### src/drm_cfg.svh
/*
 * constants for the page-mode dram controller: times in ns (power-up in us, refresh in ms) as printed for
 * the fastest speed grade, and the clock-cycle counts derived from them.
 * assumes a 200 MHz system clock; included by bare name.
 */
// Overview of operation
// the dram enables or disables its data output by column strobe alone.
// after a read the dram holds output data while column strobe stays low.
// column strobe high returns the dram data output to high impedance; the dram model drives the inverse of the held bit instead.
// with row strobe low, column strobe toggles give successive page accesses.
// column strobe before row strobe refreshes the dram internal counter row.
// all 512 refresh rows are refreshed within every 8 ms interval.
// the array holds 1,048,576 one-bit words, row then column addressed.
// successive random cycles are spaced by at least 160 ns.
// row strobe stays low no longer than 100000 ns in page mode.
// column strobe stays high at least 10 ns between page cycles.
// for refresh, column strobe falls at least 10 ns before row strobe.
// in refresh, column strobe stays low 15 ns after row strobe falls.
// column strobe falls 25 to 60 ns after row strobe falls.
// read data is valid by 80 ns after row strobe falls.
// read data is valid within 45 ns of a stable column address.
// read data is valid within 20 ns of column strobe falling.
// page read data is valid within 45 ns of column strobe rising.
// write strobe is low no later than column strobe falls.
// write strobe is low at least 25 ns before row strobe rises.
// after power-up wait 100 us, then eight row strobe cycles.
// early write meets write-strobe setup and hold around column strobe fall.
// beyond the row-to-column limit, access follows column strobe access time.
// a read keeps write strobe high until after column or row strobe rises.
// word address splits into 10-bit row half and 10-bit column half.
`ifndef DRM_CFG_SVH
`define DRM_CFG_SVH

`define DRM_CLK_NS 5
`define DRM_CEIL(ns) (((ns) + `DRM_CLK_NS - 1) / `DRM_CLK_NS)
`define DRM_FLOOR(ns) ((ns) / `DRM_CLK_NS)

`define DRM_ADDR_W 20
`define DRM_HALF_W 10
`define DRM_CNT_W 16
`define DRM_WORDS 1048576
`define DRM_REF_ROWS 512
`define DRM_INIT_CYCLES 8

`define DRM_RANDOM_CYCLE_MIN_NS 160
`define DRM_RAS_WIDTH_MIN_NS 80
`define DRM_RAS_PRECHARGE_NS 70
`define DRM_PAGE_ROW_OPEN_MAX_NS 100000
`define DRM_PAGE_COL_PRECHARGE_NS 10
`define DRM_CBR_COL_SETUP_NS 10
`define DRM_CBR_COL_HOLD_NS 15
`define DRM_ROW_TO_COL_DELAY_NS 25
`define DRM_ROW_ACCESS_TIME_NS 80
`define DRM_COL_ADDR_ACCESS_TIME_NS 45
`define DRM_COL_STROBE_ACCESS_TIME_NS 20
`define DRM_WRITE_TO_ROW_LEAD_NS 25
`define DRM_POWERUP_WAIT_US 100
`define DRM_REFRESH_INTERVAL_MS 8

`define DRM_RC_CYC `DRM_CEIL(`DRM_RANDOM_CYCLE_MIN_NS)
`define DRM_RAS_CYC `DRM_CEIL(`DRM_RAS_WIDTH_MIN_NS)
`define DRM_RP_MIN_CYC `DRM_CEIL(`DRM_RAS_PRECHARGE_NS)
`define DRM_RP_CYC (`DRM_RC_CYC - `DRM_RAS_CYC)
`define DRM_CP_CYC `DRM_CEIL(`DRM_PAGE_COL_PRECHARGE_NS)
`define DRM_CSR_CYC `DRM_CEIL(`DRM_CBR_COL_SETUP_NS)
`define DRM_CHR_CYC `DRM_CEIL(`DRM_CBR_COL_HOLD_NS)
`define DRM_RCD_CYC `DRM_CEIL(`DRM_ROW_TO_COL_DELAY_NS)
`define DRM_RAC_CYC `DRM_CEIL(`DRM_ROW_ACCESS_TIME_NS)
`define DRM_AA_CYC `DRM_CEIL(`DRM_COL_ADDR_ACCESS_TIME_NS)
`define DRM_CAC_CYC `DRM_CEIL(`DRM_COL_STROBE_ACCESS_TIME_NS)
`define DRM_RWL_CYC `DRM_CEIL(`DRM_WRITE_TO_ROW_LEAD_NS)
// column strobe low time: row access dominates column access and write lead
`define DRM_CAS_LOW_CYC (`DRM_RAC_CYC - `DRM_RCD_CYC + 1)
`define DRM_RASP_CYC `DRM_FLOOR(`DRM_PAGE_ROW_OPEN_MAX_NS)
`define DRM_PWR_CYC `DRM_CEIL(`DRM_POWERUP_WAIT_US * 1000)
`define DRM_REF_INT_CYC `DRM_FLOOR(`DRM_REFRESH_INTERVAL_MS * 1000000)
// margin kept before the row-open limit so a final column cycle still fits
`define DRM_PAGE_GUARD_CYC (`DRM_CAS_LOW_CYC + `DRM_CP_CYC + 4)

`endif

### src/drm_pkg.sv
/*
 * types for the page-mode dram controller.
 * assumes drm_cfg.svh for all numeric constants.
 */
package drm_pkg;

   // controller states, gray coded along idle-row-column-page-precharge
   typedef enum logic [3:0] {
      DRM_ST_PWR  = 4'h5,
      DRM_ST_IDLE = 4'h0,
      DRM_ST_RCD  = 4'h1,
      DRM_ST_CAS  = 4'h3,
      DRM_ST_PAGE = 4'h2,
      DRM_ST_RP   = 4'h6,
      DRM_ST_CBR  = 4'h7
   } drm_state_t;

endpackage

### src/drm_ref_if.sv
/*
 * refresh request handshake between scheduler and controller.
 * assumes both ends run on the same system clock.
 */
`timescale 1ns/10ps
`default_nettype none

interface drm_ref_if;
   logic due; // a refresh row is owed
   logic ack; // one refresh cycle started
   modport sched (output due, input ack);
   modport ctrl (input due, output ack);
endinterface

`default_nettype wire

### src/drm_refresh_sched.sv
/*
 * refresh scheduler: raises a sticky request once per row slot so that all
 * rows are covered within the refresh interval.
 * assumes the controller acknowledges with a one-cycle pulse.
 */
`timescale 1ns/10ps
`default_nettype none
`include "drm_cfg.svh"

module drm_refresh_sched #(
   parameter int P_REF_INT_CYC = `DRM_REF_INT_CYC,
   parameter int P_ROWS = `DRM_REF_ROWS
) (
   input wire logic i_sys_clk,  // system clock
   input wire logic i_reset,    // synchronous reset, active high
   drm_ref_if.sched ref_port    // request towards controller
);

   localparam int SLOT_CYC = P_REF_INT_CYC / P_ROWS;

   logic [`DRM_CNT_W-1:0] slot_cnt;
   logic [`DRM_CNT_W-1:0] next_slot_cnt;
   logic due;
   logic next_due;
   logic tick;

   // ----------------------------------------
   // slot timer and sticky request
   // ----------------------------------------
   // a new slot tick wins over an acknowledge in the same cycle
   always_comb begin
      tick = (slot_cnt == `DRM_CNT_W'(SLOT_CYC - 1));
      next_slot_cnt = tick ? '0 : slot_cnt + `DRM_CNT_W'(1);
      next_due = tick | (due & ~ref_port.ack);
   end

   always_ff @(posedge i_sys_clk) begin
      if (i_reset) begin
         slot_cnt <= '0;
         due <= 1'b0;
      end else begin
         slot_cnt <= next_slot_cnt;
         due <= next_due;
      end
   end

   assign ref_port.due = due;

endmodule

`default_nettype wire

### src/drm_ctrl.sv
/*
 * page-mode dram controller: takes word reads and writes on a simple
 * request port and drives row strobe, column strobe, write strobe, the
 * shared address pins and data-in of a 1M x 1 dram; samples its data-out.
 * assumes the dram pins are driven straight from this module's outputs.
 */
`timescale 1ns/10ps
`default_nettype none
`include "drm_cfg.svh"

module drm_ctrl #(
   parameter int P_PWR_CYC = `DRM_PWR_CYC,
   parameter int P_RASP_CYC = `DRM_RASP_CYC,
   parameter int P_REF_INT_CYC = `DRM_REF_INT_CYC
) (
   input wire logic i_sys_clk,                  // system clock, 200 MHz
   input wire logic i_reset,                    // synchronous reset
   input wire logic i_req,                      // access request
   input wire logic i_we,                       // 1 write, 0 read
   input wire logic [`DRM_ADDR_W-1:0] i_addr,   // word address
   input wire logic i_wdata,                    // write bit
   output logic o_ready,                        // request taken when high
   output logic o_rvalid,                       // read data pulse
   output logic o_rdata,                        // read bit
   output logic o_init_done,                    // power-up sequence over
   output logic o_ras_n,                        // row strobe
   output logic o_cas_n,                        // column strobe
   output logic o_we_n,                         // write strobe
   output logic [`DRM_HALF_W-1:0] o_addr,       // multiplexed address
   output logic o_din,                          // dram data in
   input wire logic i_dout                      // dram data out
);

   localparam int GUARD = P_RASP_CYC - `DRM_PAGE_GUARD_CYC;

   drm_ref_if ref_bus ();

   drm_refresh_sched #(
      .P_REF_INT_CYC(P_REF_INT_CYC),
      .P_ROWS(`DRM_REF_ROWS)
   ) u_sched (
      .i_sys_clk(i_sys_clk),
      .i_reset(i_reset),
      .ref_port(ref_bus)
   );

   drm_pkg::drm_state_t state, next_state;
   logic [`DRM_CNT_W-1:0] cnt, next_cnt;
   logic [`DRM_CNT_W-1:0] ras_cnt, next_ras_cnt;
   logic [3:0] init_cnt, next_init_cnt;
   logic [`DRM_ADDR_W-1:0] lat_addr, next_lat_addr;
   logic lat_we, next_lat_we;
   logic lat_wdata, next_lat_wdata;
   logic pend, next_pend;
   logic next_ready, next_rvalid, next_rdata, next_init_done;
   logic next_ras_n, next_cas_n, next_we_n, next_din;
   logic [`DRM_HALF_W-1:0] next_addr;
   logic take, same_row, near_limit, ack;

   // ----------------------------------------
   // sequencer next values
   // ----------------------------------------
   always_comb begin
      next_state = state;
      next_cnt = cnt + `DRM_CNT_W'(1);
      next_init_cnt = init_cnt;
      next_lat_addr = lat_addr;
      next_lat_we = lat_we;
      next_lat_wdata = lat_wdata;
      next_pend = pend;
      next_rvalid = 1'b0;
      next_rdata = o_rdata;
      next_ras_n = o_ras_n;
      next_cas_n = o_cas_n;
      next_we_n = o_we_n;
      next_addr = o_addr;
      next_din = o_din;
      ack = 1'b0;
      take = o_ready & i_req;
      same_row = (i_addr[`DRM_ADDR_W-1:`DRM_HALF_W] == lat_addr[`DRM_ADDR_W-1:`DRM_HALF_W]);
      near_limit = (ras_cnt >= `DRM_CNT_W'(GUARD));
      if (take) begin
         next_lat_addr = i_addr;
         next_lat_we = i_we;
         next_lat_wdata = i_wdata;
      end
      case (state)
         // power-up pause with row strobe inactive
         drm_pkg::DRM_ST_PWR: begin
            if (cnt == `DRM_CNT_W'(P_PWR_CYC - 1)) begin
               next_state = drm_pkg::DRM_ST_IDLE;
               next_cnt = '0;
            end
         end
         drm_pkg::DRM_ST_IDLE: begin
            next_cnt = '0;
            if (take) begin
               // row half first on the shared pins
               next_addr = i_addr[`DRM_ADDR_W-1:`DRM_HALF_W];
               next_ras_n = 1'b0;
               next_state = drm_pkg::DRM_ST_RCD;
            end else if (ref_bus.due || !o_init_done) begin
               // column strobe leads row strobe: internal refresh row
               next_cas_n = 1'b0;
               next_state = drm_pkg::DRM_ST_CBR;
               ack = ref_bus.due;
            end
         end
         drm_pkg::DRM_ST_RCD: begin
            if (cnt == `DRM_CNT_W'(`DRM_RCD_CYC - 1)) begin
               next_addr = lat_addr[`DRM_HALF_W-1:0];
               next_cas_n = 1'b0;
               next_we_n = ~lat_we;
               next_din = lat_wdata;
               next_state = drm_pkg::DRM_ST_CAS;
               next_cnt = '0;
            end
         end
         drm_pkg::DRM_ST_CAS: begin
            // held long enough for row, column and address access times
            if (cnt == `DRM_CNT_W'(`DRM_CAS_LOW_CYC - 1)) begin
               if (lat_we == 1'b0) begin
                  next_rdata = i_dout;
                  next_rvalid = 1'b1;
               end
               next_cas_n = 1'b1;
               next_we_n = 1'b1;
               next_state = drm_pkg::DRM_ST_PAGE;
               next_cnt = '0;
            end
         end
         // row open, column strobe in precharge
         drm_pkg::DRM_ST_PAGE: begin
            if (take && same_row) begin
               next_addr = i_addr[`DRM_HALF_W-1:0];
               next_cas_n = 1'b0;
               next_we_n = ~i_we;
               next_din = i_wdata;
               next_state = drm_pkg::DRM_ST_CAS;
               next_cnt = '0;
            end else if (take || ref_bus.due || near_limit) begin
               next_pend = take;
               next_ras_n = 1'b1;
               next_state = drm_pkg::DRM_ST_RP;
               next_cnt = '0;
            end
         end
         drm_pkg::DRM_ST_RP: begin
            if (cnt == `DRM_CNT_W'(`DRM_RP_CYC - 1)) begin
               next_cnt = '0;
               if (pend) begin
                  next_pend = 1'b0;
                  next_addr = lat_addr[`DRM_ADDR_W-1:`DRM_HALF_W];
                  next_ras_n = 1'b0;
                  next_state = drm_pkg::DRM_ST_RCD;
               end else begin
                  next_state = drm_pkg::DRM_ST_IDLE;
               end
            end
         end
         drm_pkg::DRM_ST_CBR: begin
            if (cnt == `DRM_CNT_W'(`DRM_CSR_CYC - 1)) begin
               next_ras_n = 1'b0;
            end
            if (cnt == `DRM_CNT_W'(`DRM_CSR_CYC + `DRM_CHR_CYC - 1)) begin
               next_cas_n = 1'b1;
            end
            if (cnt == `DRM_CNT_W'(`DRM_CSR_CYC + `DRM_RAS_CYC - 1)) begin
               next_ras_n = 1'b1;
               next_state = drm_pkg::DRM_ST_RP;
               next_cnt = '0;
               if (!o_init_done) begin
                  next_init_cnt = init_cnt + 4'h1;
               end
            end
         end
         default: begin
            next_state = drm_pkg::DRM_ST_IDLE;
            next_cnt = '0;
            next_ras_n = 1'b1;
            next_cas_n = 1'b1;
            next_we_n = 1'b1;
         end
      endcase
      next_ras_cnt = next_ras_n ? '0 : ras_cnt + `DRM_CNT_W'(1);
      next_init_done = (next_init_cnt == 4'(`DRM_INIT_CYCLES));
      // ready only where the next request can start without a wait;
      // an owed refresh closes idle to requests so a busy stream cannot starve it
      next_ready = (next_state == drm_pkg::DRM_ST_IDLE && o_init_done && !ref_bus.due) ||
         (next_state == drm_pkg::DRM_ST_PAGE && !ref_bus.due &&
          next_cnt >= `DRM_CNT_W'(`DRM_CP_CYC - 1) && !near_limit);
   end

   assign ref_bus.ack = ack;

   // ----------------------------------------
   // sequencer registers
   // ----------------------------------------
   always_ff @(posedge i_sys_clk) begin
      if (i_reset) begin
         state <= drm_pkg::DRM_ST_PWR;
         cnt <= '0;
         ras_cnt <= '0;
         init_cnt <= 4'h0;
         lat_addr <= '0;
         lat_we <= 1'b0;
         lat_wdata <= 1'b0;
         pend <= 1'b0;
         o_ready <= 1'b0;
         o_rvalid <= 1'b0;
         o_rdata <= 1'b0;
         o_init_done <= 1'b0;
         o_ras_n <= 1'b1;
         o_cas_n <= 1'b1;
         o_we_n <= 1'b1;
         o_addr <= '0;
         o_din <= 1'b0;
      end else begin
         state <= next_state;
         cnt <= next_cnt;
         ras_cnt <= next_ras_cnt;
         init_cnt <= next_init_cnt;
         lat_addr <= next_lat_addr;
         lat_we <= next_lat_we;
         lat_wdata <= next_lat_wdata;
         pend <= next_pend;
         o_ready <= next_ready;
         o_rvalid <= next_rvalid;
         o_rdata <= next_rdata;
         o_init_done <= next_init_done;
         o_ras_n <= next_ras_n;
         o_cas_n <= next_cas_n;
         o_we_n <= next_we_n;
         o_addr <= next_addr;
         o_din <= next_din;
      end
   end

endmodule

`default_nettype wire

### config.mk
export PLATFORM = sky130hd
export DESIGN_NAME = drm_ctrl
export DESIGN_NICKNAME = d
export VERILOG_FILES = /design/src/drm_pkg.sv /design/src/drm_ref_if.sv /design/src/drm_refresh_sched.sv /design/src/drm_ctrl.sv
export VERILOG_INCLUDE_DIRS = /design/src
export SDC_FILE = /design/constraint.sdc
export NUM_CORES = 1
export LEC_CHECK = 0
export BUFFER_PORTS_ARGS = -buffer_cell sky130_fd_sc_hd__buf_2
export CAP_MARGIN = 15
export CORE_MARGIN = 2
export CORE_UTILIZATION = 40
export CTS_CLUSTER_SIZE = 30
export DETAILED_ROUTE_END_ITERATION = 8
export PLACE_DENSITY = 0.68
export SETUP_SLACK_MARGIN = 0.05
export SLEW_MARGIN = 40
export SYNTH_ARGS = -nofsm -noshare
export SYNTH_HDL_FRONTEND = slang
export SYNTH_SLANG_ARGS = --single-unit
export TNS_END_PERCENT = 20
### constraint.sdc
create_clock -name i_sys_clk -period 5.6 [get_ports i_sys_clk]
set_clock_uncertainty 0.05 [all_clocks]
set_input_delay 1.68 -clock i_sys_clk [delete_from_list [all_inputs] [get_ports i_sys_clk]]
set_output_delay 1.68 -clock i_sys_clk [all_outputs]
set_load 0.02 [all_outputs]
==> key figures, run 1 <==
Status
  • Status: finished, final reports clean

Timing
  • Final setup TNS: 0 ns
  • Max Fclk: 0.281 GHz
  • Worst slew pin tran: 0.746 ns
  • Max-slew violation count: 0
  • Final setup viols: 0
  • Final hold vios: 0
  • RSZ-0062 raised after global routing: false
  • Period minus WS final: 3.56 ns
  • Fin crit share: 63.6%
  • Headroom to the max-slew limit: 49.9%

Placed design
  • Post-DP HPWL: 7970 um
  • Global placement routability congestion: 0.940
  • I/O Buffers: 43
  • Placed Instances: 754
  • Placed Area: 5170 sq um

Critical path
  • Worst Path Required: 5.76 ns
  • Worst path cell trace: buf_2 -> and2_1 -> buf_4 -> nand4_1 -> nor3_1 -> nor2b_1 -> a211oi_1 -> or2_1 -> nor2_1
  • CP startpoint: i_req
  • Critical path fanouts, max: 26
  • Worst setup EP type: register
  • Crit path buf inv count: 2
  • Arr. time, crit path: 3.71 ns
  • R2R Path Start: cnt[0]$_SDFF_PP0_
  • Max incr delay on CP: 0.54 ns
  • Family with the most delay on the worst path: simple AND/OR/NAND/NOR gates
  • Crit-path slowest cell: or2_1
  • Startpoint types: primary input
  • Crit Path Category: in2reg

GRT
  • Grt ovf: 0
  • GRT Total Usage: 17.9%
  • Initial antenna violation count: 0
  • First-pass GRT wire length: 19100 um
  • Vias in the first global route: 4006
  • Pin count of the biggest net entering global routing: 49

Synth
  • Most instantiated cells after synthesis: dfxtp_1 (98), nor2_1 (93), nand2_1 (90)
  • Top-area cell type share of the netlist area: 40.1%
  • Cell taking the most area after synthesis: dfxtp_1
  • Netlist cell types: 66
  • Post-synthesis sequential area ratio: 40.1%
  • Post-synth top flop: dfxtp_1
  • Syn Std Cell Area: 4900 sq um
  • Flop and latch count out of synthesis: 98
  • Net count after synthesis: 629
  • Synth Instances: 595
  • Top-count cell post-synth: dfxtp_1
  • Mapped Avg Cell Area: 8.23 sq um
  • Number of synthesized flops with an enable pin: 0
  • Synth async-reset ratio: 0%
  • Synth warn: 0
  • Ranking of synthesized cells by area: dfxtp_1 (40%), nor2_1 (7.1%), nand2_1 (6.9%)

Clocking
  • Clk_lat worst skew: 0.34 ns
  • CTS buffer count: 9
  • CTS Sinks: 98
  • CTS Root Cell: clkbuf_16
  • Post-CTS Setup Repair Bufs: 0
  • Cts hold-fix bufs: 0
  • Clock Path Buffers: 2
  • Clock Pin Slew Worst Setup and Hold Paths: 0.07 ns
  • Post-CTS Resized: 0
  • Htree depth: 3
  • CTS tree: built

Layout
  • Ant diodes: 0
  • Nets: 652
  • Filler Cells Inserted: 1160
  • Area grow syn2layout: 12.6%
  • Final Cell Area: 5520 sq um
  • Non-Filler Instances: 770
  • Share of cells above drive strength 1: 13.0%

Floorplan
  • # IOs: 44
  • Die area: 13100 sq um
  • Die W: 115 um
  • Core Area: 12000 sq um
  • Row cnt: 40
  • Die Y: 115 um
  • Starting Density: 40.9%

Routing
  • Detailed-route DRC error count: 0
  • Routed vias: 4244
  • Drt pass-1 iters: 6
  • ANT nets after route: 0
  • Vias per cell: 5.51
  • Wire per inst: 14.7 um
  • Iter 0 DRT Violations: 431
  • Total Wirelength: 11300 um

Hold path
  • Worst min-delay path class: reg2reg
  • Worst Hold Launch: u_sched.slot_cnt[0]$_SDFF_PP0_

Power
  • Design Power: 1500 uW
  • Leakage: 0.00199 uW
  • Peak supply drop: 0.136 mV
  • PwrDens: 271 nW/um^2

Run
  • Max cap viols: 0
## final timing paths
kind                                         end  slack (ns)  cells past startpoint
setup / recovery               cnt[3]$_SDFF_PP0_        2.04                      9
hold / removal    u_sched.slot_cnt[0]$_SDFF_PP0_        0.40                      1
setup reg to reg              o_ready$_SDFF_PP0_        2.56                      8
hold reg to reg   u_sched.slot_cnt[0]$_SDFF_PP0_        0.40                      1
## kinds of logic after synthesis
family / count (synthesis) / synth area share (%)
and+or+nand+nor: 290 / 28.8
DFF: 98 / 40.1
AOI/OAI and AO/OA: 87 / 13.4
xor gates and xnor gates: 57 / 10.2
buffers and inverters: 48 / 4.27
adders and majority gates: 8 / 2.04
muxes: 6 / 1.23
other: 1 / 0.0766
## layer usage
layer	part of all wire, %	track usage [%]	vias up
met1	44	22.6	1973
met3	5.3	3.76	16
met2	49	30.4	137
met4	1.3	5.53	0
li1	-	-	2118
met5	0	0	-
## state kept, by name, indices dropped and copies added (netlist names), 4 cells and up
register / flops
o_addr: 10
init_cnt: 4
lat_addr: 20
ras_cnt: 16
u_sched.slot_cnt: 16
cnt: 16
state: 4
## where the power goes
group          switching [uW]  leakage, uW  internal [uW]
Combinational            60.4      0.00103           34.2
Sequential               13.4     0.000792            706
Clock                     274     0.000161            409
## per-stage QoR
stage	setup WS [ns]	hold WS, ns	utilization (%)
after CTS	2.09	0.408	46.1
final	2.04	0.403	46.1
after global placement	1.74	0.378	43.2
after detailed placement	1.73	0.391	43.3
after global routing	1.88	0.437	46.1
after floorplan	2.24	0.367	-
## placed cells by master (no fill, tap or decap), types with 13 or more instances in the layout
cell / n
nand2_1: 89
a21oi_1: 29
inv_1: 14
dfxtp_1: 98
buf_2: 42
nand4_1: 17
nand3_1: 23
xnor2_1: 26
nor2_1: 93
nor3_1: 13
xor2_1: 31
## worst reg2reg max path: stages, from the launching register on
cell and delay, ns:
dfxtp_1 0.48, ha_1 0.35, nand3_2 0.26, nor4_1 0.71, nand4_1 0.17, o311a_1 0.15, nor4_1 0.47, or4_4 0.23
a2111oi_4 0.06
## layout make-up
class                   instances  area, sq um  share of cell area, %
flip-flops and latches         98         1960                   35.6
multi-input cells             449         2740                   49.7
clock inverters                 6         96.3                   1.75
well taps                     147          184                   3.33
inverters                      14         52.6                  0.953
clock buffers                  10          239                   4.33
repair buffers                 46          240                   4.36
No activity file was read; power rests on OpenSTA's default activity.
==> inputs of run 2 (changes only) <==
clock period = 3.74 ns   (was 5.6 ns; I/O delays follow)
==> run 2 against run 1 <==
Hold slack worse by 0.0065 ns. Via count fell by 0.16%. Flip-flop and latch count is the same. Non-clock buffer count grew 3. Critical endpoint is now o_ready$_SDFF_PP0_. Design area shrank 0.54%. Combinational power grew 47%. Worst setup slack worse by 1.4 ns.
==> key figures, run 2 (synthesized netlist as in run 1, its figures left out) <==
Critical path
  • Worst setup EP type: register
  • Crit path depth: 8 (-1)
  • Top cell by count, worst path: nor4_1
  • Family with the most delay on the worst path: simple AND/OR/NAND/NOR gates
  • Crit Path Category: reg2reg
  • Critical path fanouts, max: 10 (-62%)
  • Worst Path Required: 3.93 ns (-1.83 ns)
  • Crit path buf inv count: 0 (-2)
  • Worst path cell trace: ha_1 -> nand3_2 -> nor4_1 -> nand4_1 -> o311a_1 -> nor4_1 -> or4_4 -> a2111oi_4
  • Arr. time, crit path: 3.25 ns (-0.46 ns)
  • Reg2Reg Depth: 8 (unchanged)
  • Reg2Reg Setup Slack: 0.68 ns (-1.88 ns)
  • Startpoint types: register
  • Crit-path slowest cell: nor4_1
  • Max incr delay on CP: 0.70 ns (+0.16 ns)

Power
  • Leakage: 0.00198 uW (-0.29%)
  • Internal power: 1590 uW (+38%)
  • Part of the power in registers: 50.9% (+2.8 points)
  • PwrDens: 386 nW/um^2 (+42%)
  • Gate power share: 6.6% (+0.3 points)
  • Clock Power Share: 42.5% (-3.1 points)
  • Switching power share of the total: 24.8% (+1.6 points)
  • Peak supply drop: 0.344 mV (+150%)
  • Switch Pwr: 524 uW (+51%)
  • Design Power: 2120 uW (+41%)

Clocking
  • CTS tree: built
  • CTS Sinks: 98 (unchanged)
  • Clock Path Buffers: 2 (unchanged)
  • Clk_lat worst skew: 0.35 ns (about the same)
  • Post-CTS Setup Repair Bufs: 0 (unchanged)
  • CTS Root Cell: clkbuf_16
  • Post-CTS Resized: 0 (unchanged)
  • Htree depth: 3 (unchanged)
  • Clock Pin Slew Worst Setup and Hold Paths: 0.07 ns (about the same)
  • Cts hold-fix bufs: 0 (unchanged)
  • CTS buffer count: 9 (unchanged)

Placed design
  • Placed Area: 5190 sq um (+0.31%)
  • I/O Buffers: 43 (unchanged)
  • Post-DP HPWL: 7850 um (-1.5%)
  • Global placement routability congestion: 0.901 (-4.2%)
  • Placed Instances: 757 (+0.40%)

Timing
  • Max-slew violation count: 0 (unchanged)
  • Worst slew pin tran: 0.703 ns (-0.0424 ns)
  • Final setup viols: 0 (unchanged)
  • Fin crit share: 81.9%
  • Period minus WS final: 3.06 ns
  • Hold WS: 0.397 ns (-0.00650 ns)
  • Final setup TNS: 0 ns (unchanged)
  • Headroom to the max-slew limit: 52.7% (+2.8 points)
  • Final hold vios: 0 (unchanged)
  • Max Fclk: 0.327 GHz
  • RSZ-0062 raised after global routing: false

Hold path
  • Worst hold stages: 1 (unchanged)
  • Worst min-delay path class: reg2reg

Layout
  • Ant diodes: 0 (unchanged)
  • Nets: 655 (+0.46%)
  • Commonest cells after routing, fill and taps aside: dfxtp_1 (98), nor2_1 (93), nand2_1 (90), buf_2 (43), xor2_1 (31)
  • Largest register FFs: 20 (unchanged)
  • Final Cell Area: 5490 sq um (-0.54%)
  • Area grow syn2layout: 12.0%
  • Share of cells above drive strength 1: 13.3% (+0.26 points)
  • Most common cell after layout, fill and taps aside: dfxtp_1
  • Filler Cells Inserted: 1172 (+1.0%)
  • Non-Filler Instances: 773 (+0.39%)
  • Top reg by flops: lat_addr

Routing
  • Vias per cell: 5.48 (-0.55%)
  • Routed vias: 4237 (-0.16%)
  • Wire per inst: 14.2 um (-3.4%)
  • Iter 0 DRT Violations: 309 (-28%)
  • Drt pass-1 iters: 5 (-1)
  • ANT nets after route: 0 (unchanged)
  • Detailed-route DRC error count: 0 (unchanged)
  • Total Wirelength: 11000 um (-3.1%)

Floorplan
  • Die W: 115 um (unchanged)
  • Core Area: 12000 sq um (unchanged)
  • Row cnt: 40 (unchanged)
  • Starting Density: 40.9% (unchanged)
  • # IOs: 44 (unchanged)
  • Die Y: 115 um (unchanged)
  • Die area: 13100 sq um (unchanged)

GRT
  • GRT Total Usage: 17.6% (-0.22 points)
  • Grt ovf: 0 (unchanged)
  • First-pass GRT wire length: 18900 um (-1.0%)
  • Pin count of the biggest net entering global routing: 42 (-14%)
  • Initial antenna violation count: 0 (unchanged)
  • Vias in the first global route: 4000 (-0.15%)

Status
  • Status: finished, final reports clean

Run
  • Max cap viols: 0 (unchanged)
==> run 2: metal layers <==
layer | GRT usage [%] | up-vias | routed length, um
li1 | - | 2127 | -
met1 | 22.8 | 1981 | 4840
met2 | 28.7 | 116 | 5420
met3 | 4.61 | 13 | 584
met4 | 5.61 | 0 | 149
met5 | 0 | - | 0
==> run 2: power groups by stage <==
stage          registers (uW)  logic (uW)  clock network [uW]
2_1_floorplan            1100        92.6                   0
3_3_place_gp             1100         137                   0
3_5_place_dp             1100         139                   0
4_1_cts                  1080         140                 920
5_1_grt                  1080         157                 964
6_report                 1080         139                 899
==> run 2: metrics by stage <==
stage                     setup slack [ns]  utilization [%]
after detailed placement             0.585             43.4
after floorplan                      0.937                -
after global routing                 0.532             45.9
final                                0.679             45.9
after CTS                            0.731             45.9
after global placement               0.599             43.4
==> run 2: worst paths after layout <==
kind / startpoint / end
setup / recovery: cnt[0]$_SDFF_PP0_ / o_ready$_SDFF_PP0_
setup reg to reg: cnt[0]$_SDFF_PP0_ / o_ready$_SDFF_PP0_
hold reg to reg: u_sched.slot_cnt[0]$_SDFF_PP0_ / u_sched.slot_cnt[0]$_SDFF_PP0_
hold / removal: u_sched.slot_cnt[0]$_SDFF_PP0_ / u_sched.slot_cnt[0]$_SDFF_PP0_
==> run 2: layout make-up <==
cell class / instances / area [sq um] / area share [%]
Clock buffer: 10 / 239 / 4.36
Clock inverter: 6 / 55.1 / 1.00
Inverter: 14 / 52.6 / 0.958
Multi-Input combinational cell: 449 / 2730 / 49.8
Sequential cell: 98 / 1960 / 35.8
Tap cell: 147 / 184 / 3.35
Timing Repair Buffer: 49 / 260 / 4.74
